**src/dpc_map.vh**
```
// constants shared by the ddr2 pin-control block: command codes, field positions, states
`ifndef DPC_MAP_VH
`define DPC_MAP_VH

// ****************************************************************
// command codes {cs_n, ras_n, cas_n, we_n}
// ****************************************************************
`define DPC_CMD_MRS 4'h0
`define DPC_CMD_REF 4'h1
`define DPC_CMD_PRE 4'h2
`define DPC_CMD_ACT 4'h3
`define DPC_CMD_WR 4'h4
`define DPC_CMD_RD 4'h5
`define DPC_CMD_NOP 4'h7

// ****************************************************************
// address and bank fields
// ****************************************************************
`define DPC_AP_BIT 10
`define DPC_COL_W 10
`define DPC_BA_MR 3'h0
`define DPC_BA_EMR1 3'h1

// ****************************************************************
// first extended mode register fields and reset values of both mode registers
// ****************************************************************
`define DPC_EMR1_RTT0_BIT 2
`define DPC_EMR1_RTT1_BIT 6
`define DPC_EMR1_DQSN_OFF_BIT 10
`define DPC_EMR1_RDQS_BIT 11
`define DPC_MR_RST 13'h0000
`define DPC_EMR1_RST 13'h0000

// ****************************************************************
// organisation codes
// ****************************************************************
`define DPC_ORG_X4 2'h0
`define DPC_ORG_X8 2'h1
`define DPC_ORG_X16 2'h2

// ****************************************************************
// power states, one-hot
// ****************************************************************
`define DPC_ST_NORMAL 4'h1
`define DPC_ST_PPD 4'h2
`define DPC_ST_APD 4'h4
`define DPC_ST_SREF 4'h8

`endif

```
**src/dpc_cmd_dec.v**
```verilog
// command decoder: turns chip select, ras, cas and we levels into one-hot command pulses
`timescale 1ns/1ps
`default_nettype none
`include "dpc_map.vh"

module dpc_cmd_dec (
  input wire cs_n,
  input wire ras_n,
  input wire cas_n,
  input wire we_n,
  output reg is_mrs,
  output reg is_ref,
  output reg is_pre,
  output reg is_act,
  output reg is_wr,
  output reg is_rd
);

  wire [3:0] code;

  // chip select is the top bit, so a deselected edge matches no code
  assign code = {cs_n, ras_n, cas_n, we_n};

  // one flag per command, all low for nop and deselect
  always @* begin
    is_mrs = (code == `DPC_CMD_MRS);
    is_ref = (code == `DPC_CMD_REF);
    is_pre = (code == `DPC_CMD_PRE);
    is_act = (code == `DPC_CMD_ACT);
    is_wr = (code == `DPC_CMD_WR);
    is_rd = (code == `DPC_CMD_RD);
  end

endmodule // dpc_cmd_dec
`default_nettype wire

```
**src/dpc_buf2.v**
```verilog
// two-entry buffer with valid and ready on both sides
`timescale 1ns/1ps
`default_nettype none

module dpc_buf2 #(
  parameter WIDTH = 49,
  parameter DEPTH = 2
) (
  input wire clk_sys,
  input wire rst_n,
  input wire ce,
  input wire in_valid,
  output wire in_ready,
  input wire [WIDTH-1:0] in_data,
  output wire out_valid,
  input wire out_ready,
  output wire [WIDTH-1:0] out_data
);

  reg [WIDTH-1:0] mem_reg [0:DEPTH-1];
  reg [0:0] wr_ptr_reg;
  reg [0:0] rd_ptr_reg;
  reg [1:0] count_reg;
  wire push;
  wire pop;

  // full and empty straight from the occupancy count
  assign in_ready = (count_reg != DEPTH[1:0]);
  assign out_valid = (count_reg != 2'h0);
  assign out_data = mem_reg[rd_ptr_reg];
  assign push = in_valid & in_ready & ce;
  assign pop = out_valid & out_ready & ce;

  // storage entries; data needs no reset
  genvar gi;
  generate
    for (gi = 0; gi < DEPTH; gi = gi + 1) begin : g_ent
      always @(posedge clk_sys) begin
        if (push && (wr_ptr_reg == gi))
          mem_reg[gi] <= in_data;
      end
    end
  endgenerate

  // pointers and count
  always @(posedge clk_sys or negedge rst_n) begin
    if (!rst_n) begin
      wr_ptr_reg <= 1'b0;
      rd_ptr_reg <= 1'b0;
      count_reg <= 2'h0;
    end else begin
      if (push)
        wr_ptr_reg <= wr_ptr_reg + 1'b1;
      if (pop)
        rd_ptr_reg <= rd_ptr_reg + 1'b1;
      if (push && !pop)
        count_reg <= count_reg + 2'h1;
      else if (pop && !push)
        count_reg <= count_reg - 2'h1;
    end
  end

endmodule // dpc_buf2
`default_nettype wire

```
**src/dpc_pin_ctrl.v**
```verilog
// ddr2 device pin control: command capture, clock enable power states, termination, write masking
//
// How it works
// [RULE_01] address and control pins are captured on the rising clock edge
// [RULE_02] read data leaves as a pair of beats, one per clock crossing
// [RULE_03] cke high enables internal clocks, input buffers, output drivers; low disables
// [RULE_04] cke drop: precharge power-down or self refresh if idle, else active power-down
// [RULE_05] cke is sampled on the clock for power-down entry, exit and self-refresh entry
// [RULE_06] self refresh exit follows cke rising, taken through an asynchronous synchroniser
// [RULE_07] controller holds cke high for the whole of any read or write
// [RULE_08] power-down shuts every receiver except clock and cke
// [RULE_09] self refresh shuts every receiver except cke
// [RULE_10] an edge with chip select high carries no command
// [RULE_11] command code comes from ras, cas, we together with chip select
// [RULE_12] termination switches on when odt is registered high
// [RULE_13] x16: termination on all data, both strobe pairs, both masks
// [RULE_14] x4 and x8: termination on data, strobes, read strobes and mask only; x4 gets no read strobe termination here (term_rdqs is x8 only)
// [RULE_15] odt is ignored while the extended mode register disables termination
// [RULE_16] a beat with its mask high is not written to the array
// [RULE_17] mask sampled per beat on both strobe edges, one value per beat
// [RULE_18] x8: extended mode register picks write mask or read strobe for dm
// [RULE_19] bank address picks target bank and which mode register loads
// [RULE_20] precharge with a10 low closes one bank, a10 high closes all
`timescale 1ns/1ps
`default_nettype none
`include "dpc_map.vh"

module dpc_pin_ctrl (
  input wire clk_sys,
  input wire rst_n,
  input wire ce,
  input wire [1:0] org_sel,
  input wire cke,
  input wire cs_n,
  input wire ras_n,
  input wire cas_n,
  input wire we_n,
  input wire [2:0] ba,
  input wire [12:0] addr,
  input wire odt,
  input wire [15:0] dq_in_rise,
  input wire [15:0] dq_in_fall,
  input wire [1:0] dm_rise,
  input wire [1:0] dm_fall,
  output reg [15:0] dq_out_rise,
  output reg [15:0] dq_out_fall,
  output wire dq_oe,
  output reg dqs_out,
  output wire dqs_oe,
  output wire dqs_n_oe,
  output wire [1:0] dm_out,
  output wire [1:0] dm_oe,
  output wire clk_int_en,
  output wire rx_en,
  output wire [3:0] pwr_state,
  output reg [7:0] bank_open_reg,
  output reg [12:0] mr_reg,
  output reg [12:0] emr1_reg,
  output reg term_dq,
  output reg term_dqs_lo,
  output reg term_dqs_hi,
  output reg term_rdqs,
  output reg term_dm_lo,
  output reg term_dm_hi,
  output reg arr_rd_req,
  output reg [2:0] arr_rd_bank,
  output reg [9:0] arr_rd_col,
  input wire arr_rd_valid,
  input wire [31:0] arr_rd_data,
  output wire arr_wr_valid,
  input wire arr_wr_ready,
  output wire [2:0] arr_wr_bank,
  output wire [9:0] arr_wr_col,
  output wire [31:0] arr_wr_data,
  output wire [3:0] arr_wr_be,
  output reg wr_overrun_reg
);

  // ****************************************************************
  // state and local signals
  // ****************************************************************
  localparam ST_NORMAL = `DPC_ST_NORMAL;
  localparam ST_PPD = `DPC_ST_PPD;
  localparam ST_APD = `DPC_ST_APD;
  localparam ST_SREF = `DPC_ST_SREF;

  reg [3:0] state_reg;
  reg [3:0] state_next;
  reg cke_prev_reg;
  reg cke_s1_reg;
  reg cke_s2_reg;
  reg cke_s3_reg;
  reg rd_out_reg;
  reg wr_due_reg;
  reg [2:0] wr_bank_reg;
  reg [9:0] wr_col_reg;
  reg cap_valid_reg;
  reg [48:0] cap_data_reg;
  wire c_mrs;
  wire c_ref;
  wire c_pre;
  wire c_act;
  wire c_wr;
  wire c_rd;
  wire cmd_ok;
  wire all_idle;
  wire rtt_on;
  wire rdqs_mode;
  wire is_x16;
  wire is_x8;
  wire buf_in_ready;
  wire [3:0] be_now;
  wire [48:0] buf_out;

  assign is_x16 = (org_sel == `DPC_ORG_X16);
  assign is_x8 = (org_sel == `DPC_ORG_X8);
  assign all_idle = (bank_open_reg == 8'h00);
  assign pwr_state = state_reg;

  // ****************************************************************
  // clock enable and receiver gating
  // ****************************************************************
  // [RULE_03] internal clock follows cke
  assign clk_int_en = cke & state_reg[0];
  // [RULE_08] receivers off in both power-down states
  // [RULE_09] and off in self refresh too; cke has its own path
  assign rx_en = state_reg[0];

  // [RULE_10] decoder sees cs_n; high cs_n matches no command
  // [RULE_11] code built from all four command pins
  dpc_cmd_dec u_dec (
    .cs_n(cs_n),
    .ras_n(ras_n),
    .cas_n(cas_n),
    .we_n(we_n),
    .is_mrs(c_mrs),
    .is_ref(c_ref),
    .is_pre(c_pre),
    .is_act(c_act),
    .is_wr(c_wr),
    .is_rd(c_rd)
  );

  // [RULE_05] a command counts only with cke high on this and the last edge
  assign cmd_ok = rx_en & cke_prev_reg & cke;

  // ****************************************************************
  // cke sampling and self refresh exit synchroniser
  // ****************************************************************
  // [RULE_06] exit edge may be asynchronous, so it goes through two flops
  always @(posedge clk_sys or negedge rst_n) begin
    if (!rst_n) begin
      cke_prev_reg <= 1'b0;
      cke_s1_reg <= 1'b0;
      cke_s2_reg <= 1'b0;
      cke_s3_reg <= 1'b0;
    end else if (ce) begin
      cke_prev_reg <= cke;
      cke_s1_reg <= cke;
      cke_s2_reg <= cke_s1_reg;
      cke_s3_reg <= cke_s2_reg;
    end
  end

  // ****************************************************************
  // power state machine
  // ****************************************************************
  always @* begin
    state_next = state_reg;
    case (state_reg)
      ST_NORMAL: begin
        // [RULE_04] entry choice by bank state and refresh command
        // [RULE_05] entry seen on a sampled falling cke
        if (cke_prev_reg && !cke) begin
          if (!all_idle)
            state_next = ST_APD;
          else if (c_ref)
            state_next = ST_SREF;
          else
            state_next = ST_PPD;
        end
      end
      ST_PPD: begin
        // [RULE_05] power-down exit on sampled cke high
        if (cke)
          state_next = ST_NORMAL;
      end
      ST_APD: begin
        if (cke)
          state_next = ST_NORMAL;
      end
      ST_SREF: begin
        // [RULE_06] leave on the synchronised rise; a level test sees the high left from entry
        if (cke_s2_reg && !cke_s3_reg)
          state_next = ST_NORMAL;
      end
      default: state_next = ST_NORMAL;
    endcase
  end

  // state register; power-up reset parks the part in precharge power-down
  always @(posedge clk_sys or negedge rst_n) begin
    if (!rst_n)
      state_reg <= ST_PPD;
    else if (ce)
      state_reg <= state_next;
  end

  // ****************************************************************
  // bank tracking and mode registers
  // ****************************************************************
  // [RULE_01] pins count only at the rising clock edge
  // one flag per bank; activate opens, precharge closes
  always @(posedge clk_sys or negedge rst_n) begin
    if (!rst_n) begin
      bank_open_reg <= 8'h00;
      mr_reg <= `DPC_MR_RST;
      emr1_reg <= `DPC_EMR1_RST;
    end else if (ce && cmd_ok) begin
      // [RULE_19] bank address names the target bank
      if (c_act)
        bank_open_reg[ba] <= 1'b1;
      // [RULE_20] a10 picks one bank or all
      if (c_pre) begin
        if (addr[`DPC_AP_BIT])
          bank_open_reg <= 8'h00;
        else
          bank_open_reg[ba] <= 1'b0;
      end
      // [RULE_19] bank address picks the mode register to load
      if (c_mrs && (ba == `DPC_BA_MR))
        mr_reg <= addr;
      if (c_mrs && (ba == `DPC_BA_EMR1))
        emr1_reg <= addr;
    end
  end

  // ****************************************************************
  // on-die termination
  // ****************************************************************
  // [RULE_15] both rtt bits clear means termination disabled
  assign rtt_on = emr1_reg[`DPC_EMR1_RTT0_BIT] | emr1_reg[`DPC_EMR1_RTT1_BIT];
  // [RULE_18] read strobe mode exists only on x8 parts
  assign rdqs_mode = is_x8 & emr1_reg[`DPC_EMR1_RDQS_BIT];

  // odt receiver is off outside normal state, so termination drops with it
  always @(posedge clk_sys or negedge rst_n) begin
    if (!rst_n) begin
      term_dq <= 1'b0;
      term_dqs_lo <= 1'b0;
      term_dqs_hi <= 1'b0;
      term_rdqs <= 1'b0;
      term_dm_lo <= 1'b0;
      term_dm_hi <= 1'b0;
    end else if (ce) begin
      // [RULE_12] registered high odt turns termination on
      // [RULE_15] odt ignored when termination is disabled
      term_dq <= odt & rtt_on & rx_en;
      term_dqs_lo <= odt & rtt_on & rx_en;
      term_dm_lo <= odt & rtt_on & rx_en;
      // [RULE_13] x16 adds the upper strobe pair and upper mask
      term_dqs_hi <= odt & rtt_on & rx_en & is_x16;
      term_dm_hi <= odt & rtt_on & rx_en & is_x16;
      // [RULE_14] read strobe pins exist only on x8 parts
      term_rdqs <= odt & rtt_on & rx_en & is_x8;
    end
  end

  // ****************************************************************
  // read path
  // ****************************************************************
  // read command goes to the array with its bank and column
  always @(posedge clk_sys or negedge rst_n) begin
    if (!rst_n) begin
      arr_rd_req <= 1'b0;
      arr_rd_bank <= 3'h0;
      arr_rd_col <= 10'h000;
    end else if (ce) begin
      arr_rd_req <= cmd_ok & c_rd;
      if (cmd_ok && c_rd) begin
        arr_rd_bank <= ba;
        arr_rd_col <= addr[`DPC_COL_W-1:0];
      end
    end
  end

  // [RULE_02] low half on the rising crossing, high half on the falling one
  always @(posedge clk_sys or negedge rst_n) begin
    if (!rst_n) begin
      dq_out_rise <= 16'h0000;
      dq_out_fall <= 16'h0000;
      rd_out_reg <= 1'b0;
      dqs_out <= 1'b0;
    end else if (ce) begin
      rd_out_reg <= arr_rd_valid & rx_en;
      dqs_out <= arr_rd_valid & rx_en;
      if (arr_rd_valid) begin
        dq_out_rise <= arr_rd_data[15:0];
        dq_out_fall <= arr_rd_data[31:16];
      end
    end
  end

  // [RULE_03] drivers only while cke holds the part awake
  assign dq_oe = rd_out_reg & cke;
  assign dqs_oe = rd_out_reg & cke;
  assign dqs_n_oe = rd_out_reg & cke & ~emr1_reg[`DPC_EMR1_DQSN_OFF_BIT];
  // [RULE_18] in read strobe mode the mask pin drives the strobe
  assign dm_out = {1'b0, dqs_out};
  assign dm_oe = {1'b0, rd_out_reg & cke & rdqs_mode};

  // ****************************************************************
  // write path
  // ****************************************************************
  // [RULE_16] high mask blocks its byte
  // [RULE_17] one mask bit per lane per beat
  // [RULE_18] read strobe mode turns masking off
  assign be_now[0] = ~dm_rise[0] | rdqs_mode;
  assign be_now[1] = is_x16 & ~dm_rise[1];
  assign be_now[2] = ~dm_fall[0] | rdqs_mode;
  assign be_now[3] = is_x16 & ~dm_fall[1];

  // data beats follow the write command by one edge; a full stage with a full buffer means lost beats
  always @(posedge clk_sys or negedge rst_n) begin
    if (!rst_n) begin
      wr_due_reg <= 1'b0;
      wr_bank_reg <= 3'h0;
      wr_col_reg <= 10'h000;
      cap_valid_reg <= 1'b0;
      cap_data_reg <= 49'h0;
      wr_overrun_reg <= 1'b0;
    end else if (ce) begin
      wr_due_reg <= cmd_ok & c_wr;
      if (cmd_ok && c_wr) begin
        wr_bank_reg <= ba;
        wr_col_reg <= addr[`DPC_COL_W-1:0];
      end
      if (wr_due_reg && (!cap_valid_reg || buf_in_ready)) begin
        cap_valid_reg <= 1'b1;
        cap_data_reg <= {wr_bank_reg, wr_col_reg, dq_in_fall, dq_in_rise, be_now};
      end else if (buf_in_ready) begin
        cap_valid_reg <= 1'b0;
      end
      // sticky; nothing clears it short of reset
      if (wr_due_reg && cap_valid_reg && !buf_in_ready)
        wr_overrun_reg <= 1'b1;
    end
  end

  // buffer absorbs short array stalls so beats are not dropped
  dpc_buf2 #(
    .WIDTH(49),
    .DEPTH(2)
  ) u_buf (
    .clk_sys(clk_sys),
    .rst_n(rst_n),
    .ce(ce),
    .in_valid(cap_valid_reg),
    .in_ready(buf_in_ready),
    .in_data(cap_data_reg),
    .out_valid(arr_wr_valid),
    .out_ready(arr_wr_ready),
    .out_data(buf_out)
  );

  assign arr_wr_bank = buf_out[48:46];
  assign arr_wr_col = buf_out[45:36];
  assign arr_wr_data = buf_out[35:4];
  assign arr_wr_be = buf_out[3:0];

endmodule // dpc_pin_ctrl
`default_nettype wire

```
**config.mk**
```make
export PLATFORM = sky130hd
export DESIGN_NAME = dpc_pin_ctrl
export DESIGN_NICKNAME = d
export VERILOG_FILES = /design/src/dpc_cmd_dec.v /design/src/dpc_buf2.v /design/src/dpc_pin_ctrl.v
export VERILOG_INCLUDE_DIRS = /design/src
export SDC_FILE = /design/constraint.sdc
export NUM_CORES = 1
export LEC_CHECK = 0
export BUFFER_PORTS_ARGS = -buffer_cell sky130_fd_sc_hd__buf_2
export CORE_UTILIZATION = 57
export CTS_CLUSTER_DIAMETER = 60
export DETAILED_ROUTE_END_ITERATION = 10
export GPL_ROUTABILITY_DRIVEN = 0
export GPL_TIMING_DRIVEN = 0
export PLACE_DENSITY = 0.85
export SYNTH_ARGS = -nofsm -noshare
export SYNTH_HDL_FRONTEND = slang
export SYNTH_SLANG_ARGS = --single-unit
```
**constraint.sdc**
```tcl
create_clock -name clk_sys -period 9.7 [get_ports clk_sys]
set_input_delay 0.485 -clock clk_sys [delete_from_list [all_inputs] [get_ports clk_sys]]
set_output_delay 0.485 -clock clk_sys [all_outputs]
set_load 0.005 [all_outputs]
```
==> results.json <==
{
  "post_synthesis_sequential_element_count": 258,
  "post_synth_edffs": 98,
  "postLayoutCellArea_mm2": 0.0125,
  "antenna_violations_before_repair": 0,
  "synthesis.yosys.warnings": 0,
  "postRouteAntennaNets": 0,
  "syn_avg_cell_area_um2": 14.3,
  "max-clock-path-buffers": 3,
  "timing.critical_path.from_type": "flop",
  "n_fill_cell": 1132,
  "path_clk_slew_ns": 0.06,
  "hpwl_um": 15300,
  "place.port_buffers": 244,
  "period_share": 0.270,
  "core_area_mm2": 0.0168,
  "die_footprint_mm2": 0.0180,
  "synthSimpleGateAreaFrac": 0.0884,
  "rsz0062_at_grt": "no",
  "max_clock_freq_ghz": 0.381,
  "path_max_fanout": 10,
  "p_int_mw": 2.15,
  "num_vias": 6465,
  "ctsResizeCount": 0,
  "p_sw_frac": 0.250,
  "pin_count": 248,
  "worst_hold_path_type": "in -> reg",
  "syn2layout_area_growth_pct": 25.2,
  "worst_ir_drop_vdd_uv": 150,
  "placement_rows": 47,
  "worstPathRequired_ns": 9.22,
  "finClkSkew_ns": 0.0112,
  "clock_tree.root_cell": "clkbuf_16",
  "grt_max_degree": 102,
  "postCtsSetupBuffers": 0,
  "multi_input_comb_area_mm2": 0.00277,
  "timing.max_slew.rel_slack": 0.507,
  "track_usage": 0.245,
  "seq_area_frac_synth": 0.697,
  "finalCriticalPeriod_ns": 2.62,
  "power_switching_mw": 0.718,
  "path_class": "reg -> out",
  "cts.sinks": 258,
  "timing_worst_slew_pin_value_ns": 0.740,
  "fin_setup_tns_ns": 0,
  "wire_per_inst_um": 18.1,
  "clock_insertion_delay_at_the_later_pin_of_the_skew_report_ns": 0.52,
  "status": "completed",
  "synth_area_leader_cell": "dfrtp_1",
  "top_flip_flop_cell_by_instance_count_after_synthesis": "dfrtp_1",
  "nNetsFinal": 1071,
  "grt.overflow.total": 0,
  "xor_xnor_cell_area_share_of_the_yosys_netlist": 0.00439,
  "timing_hold_violations_final": 0,
  "area_of_the_mapped_netlist_mm2": 0.00997,
  "grt_first_pass_wirelength_um": 34100,
  "wirelength_um": 21900,
  "cp_data_arrival_time_ns": 2.14,
  "power.share.combinational": 0.167,
  "sequential_cell_area_mm2": 0.00695,
  "synth_cell_types": 50,
  "maxCapViolCount": 0,
  "initialDrtViolationCount": 366,
  "p_per_area_mw_per_mm2": 230,
  "report.final.setup_viol": 0,
  "cts_tree": "built",
  "syn-instance-count": 696,
  "post_synthesis_share_of_cell_area_spent_on_full_adders_half_adders_and_majority_gates": 0.00126,
  "route.detailed.drc": 0,
  "synth_async_sr_flop_share": 0.620,
  "routed_via_density": 5.33,
  "cp-end-kind": "output pin",
  "pwr-share-seq": 0.468,
  "floorplan.initialDensity": 0.593,
  "drt_first_pass_iters": 5,
  "yosysTopAreaCellShare": 0.399,
  "antennaDiodeCount": 0,
  "synth-compound-area-share": 0.0289,
  "dpl-instance-area_mm2": 0.0116,
  "fp.dieW_um": 134,
  "vias_in_the_first_global_route": 6656,
  "synth.top_cells.by_area": "dfrtp_1 (40%), edfxtp_1 (30%), mux2_2 (15%)",
  "cts-htree-levels": 1,
  "combinational_family_with_the_most_area_after_synthesis": "multiplexers",
  "cellLeakagePower_nw": 5.95,
  "number_of_flip_flops_under_the_largest_register_name": 98,
  "tritoncts.num_buffers": 26,
  "die_height_um": 134,
  "post_synth_mux_area_share": 0.153,
  "slew_viol_final": 0,
  "post_route_cells_drive_above_1_share": 0.457,
  "clock_power_share": 0.364
}
-- logic make-up after synthesis --
group / after synthesis
flops: 258
simple gates: 197
mux: 135
buf+inv: 55
compound gates: 44
xor+xnor: 5
fa+ha+maj: 1
other cells: 1
-- cell usage in the layout, fill, tap and decap left out, drive strengths merged, types with 3 or more instances in the layout --
cell,n
edfxtp,98
bufinv,4
clkinv,9
inv,17
o31ai,6
nor2,14
a31oi,9
nand2,154
nor4,3
o21ai,16
and2,3
dfrtp,159
buf,270
xnor2,3
mux2,135
nand3,8
nand3b,3
clkbuf,48
-- path summary, 6_finish.rpt --
check                                                     from                       endpoint  slack (ns)  depth (start not counted)
min in group asynchronous                                rst_n        emr1_reg[1]$_DFFE_PN0P_        0.48                          2
worst max-delay path              u_buf.rd_ptr_reg$_DFFE_PN0P_                 arr_wr_bank[2]        7.08                          4
max in group asynchronous                                rst_n   cap_data_reg[13]$_DFFE_PN0P_        8.37                          3
worst min-delay path                                dm_rise[0]    cap_data_reg[0]$_DFFE_PN0P_        0.14                          2
worst min register to register     cap_data_reg[1]$_DFFE_PN0P_  u_buf.mem_reg[1][1]$_DFFE_PP_        0.47                          0
worst max register to register  u_buf.count_reg[0]$_DFFE_PN0P_   cap_data_reg[10]$_DFFE_PN0P_        7.61                          6
-- critical path: stages (launching register included) --
cell and delay [ns]:
dfrtp_1 0.32, clkbuf_1 0.16, clkbuf_1 0.59, mux2_2 0.42
buf_2 0.13
-- timing repair --
item,4_1_cts,5_1_grt
hold endpoints to repair,58,0
endpoints found under the setup margin,0,0
hold buffers,1,0
-- final cells by class --
type	count	share of cell area
repair buffers	248	0.105
plain buffers	38	0.0162
inverters	17	0.00512
well taps	220	0.0221
clock buffers	33	0.0584
clock inverters	15	0.0146
flip-flops and latches	258	0.557
multi-input cells	384	0.222
-- cells in the mapped netlist, types with 7 or more instances --
library cell	instances
clkbuf_1	15
dfrtp_1	159
mux2_2	134
buf_4	10
a31oi_1	9
edfxtp_1	98
nand3_1	7
inv_1	17
nand2_1	154
o21ai_0	16
nor2_1	13
-- metal layers --
metal / GRT usage / part of all wire / vias up
li1: - / - / 2974
met1: 0.303 / 0.39 / 3180
met3: 0.0582 / 0.076 / 46
met5: 0 / 0 / -
met2: 0.427 / 0.51 / 265
met4: 0.0768 / 0.027 / 0
-- metrics by stage --
stage / utilization / power, mW / cells / hold WS, ns / setup slack (ns)
global route: 0.742 / 2.98 / 1213 / 0.137 / 6.95
global placement: 0.682 / 1.82 / 1161 / 0.446 / 5.01
detailed placement: 0.687 / 1.85 / 1164 / 0.451 / 7.29
finish: 0.742 / 2.87 / 1213 / 0.141 / 7.08
CTS: 0.742 / 2.89 / 1213 / 0.125 / 7.02
floorplan: - / 1.61 / 697 / 0.189 / 6.37
-- power by group through the flow --
stage | registers (mW) | logic (mW) | clock network (mW)
floorplan | 1.34 | 0.270 | 0
detailed placement | 1.36 | 0.484 | 0
finish | 1.34 | 0.480 | 1.05
global route | 1.36 | 0.529 | 1.10
global placement | 1.35 | 0.471 | 0
CTS | 1.34 | 0.488 | 1.06
Note: power is estimated with default switching activity, not from simulation.
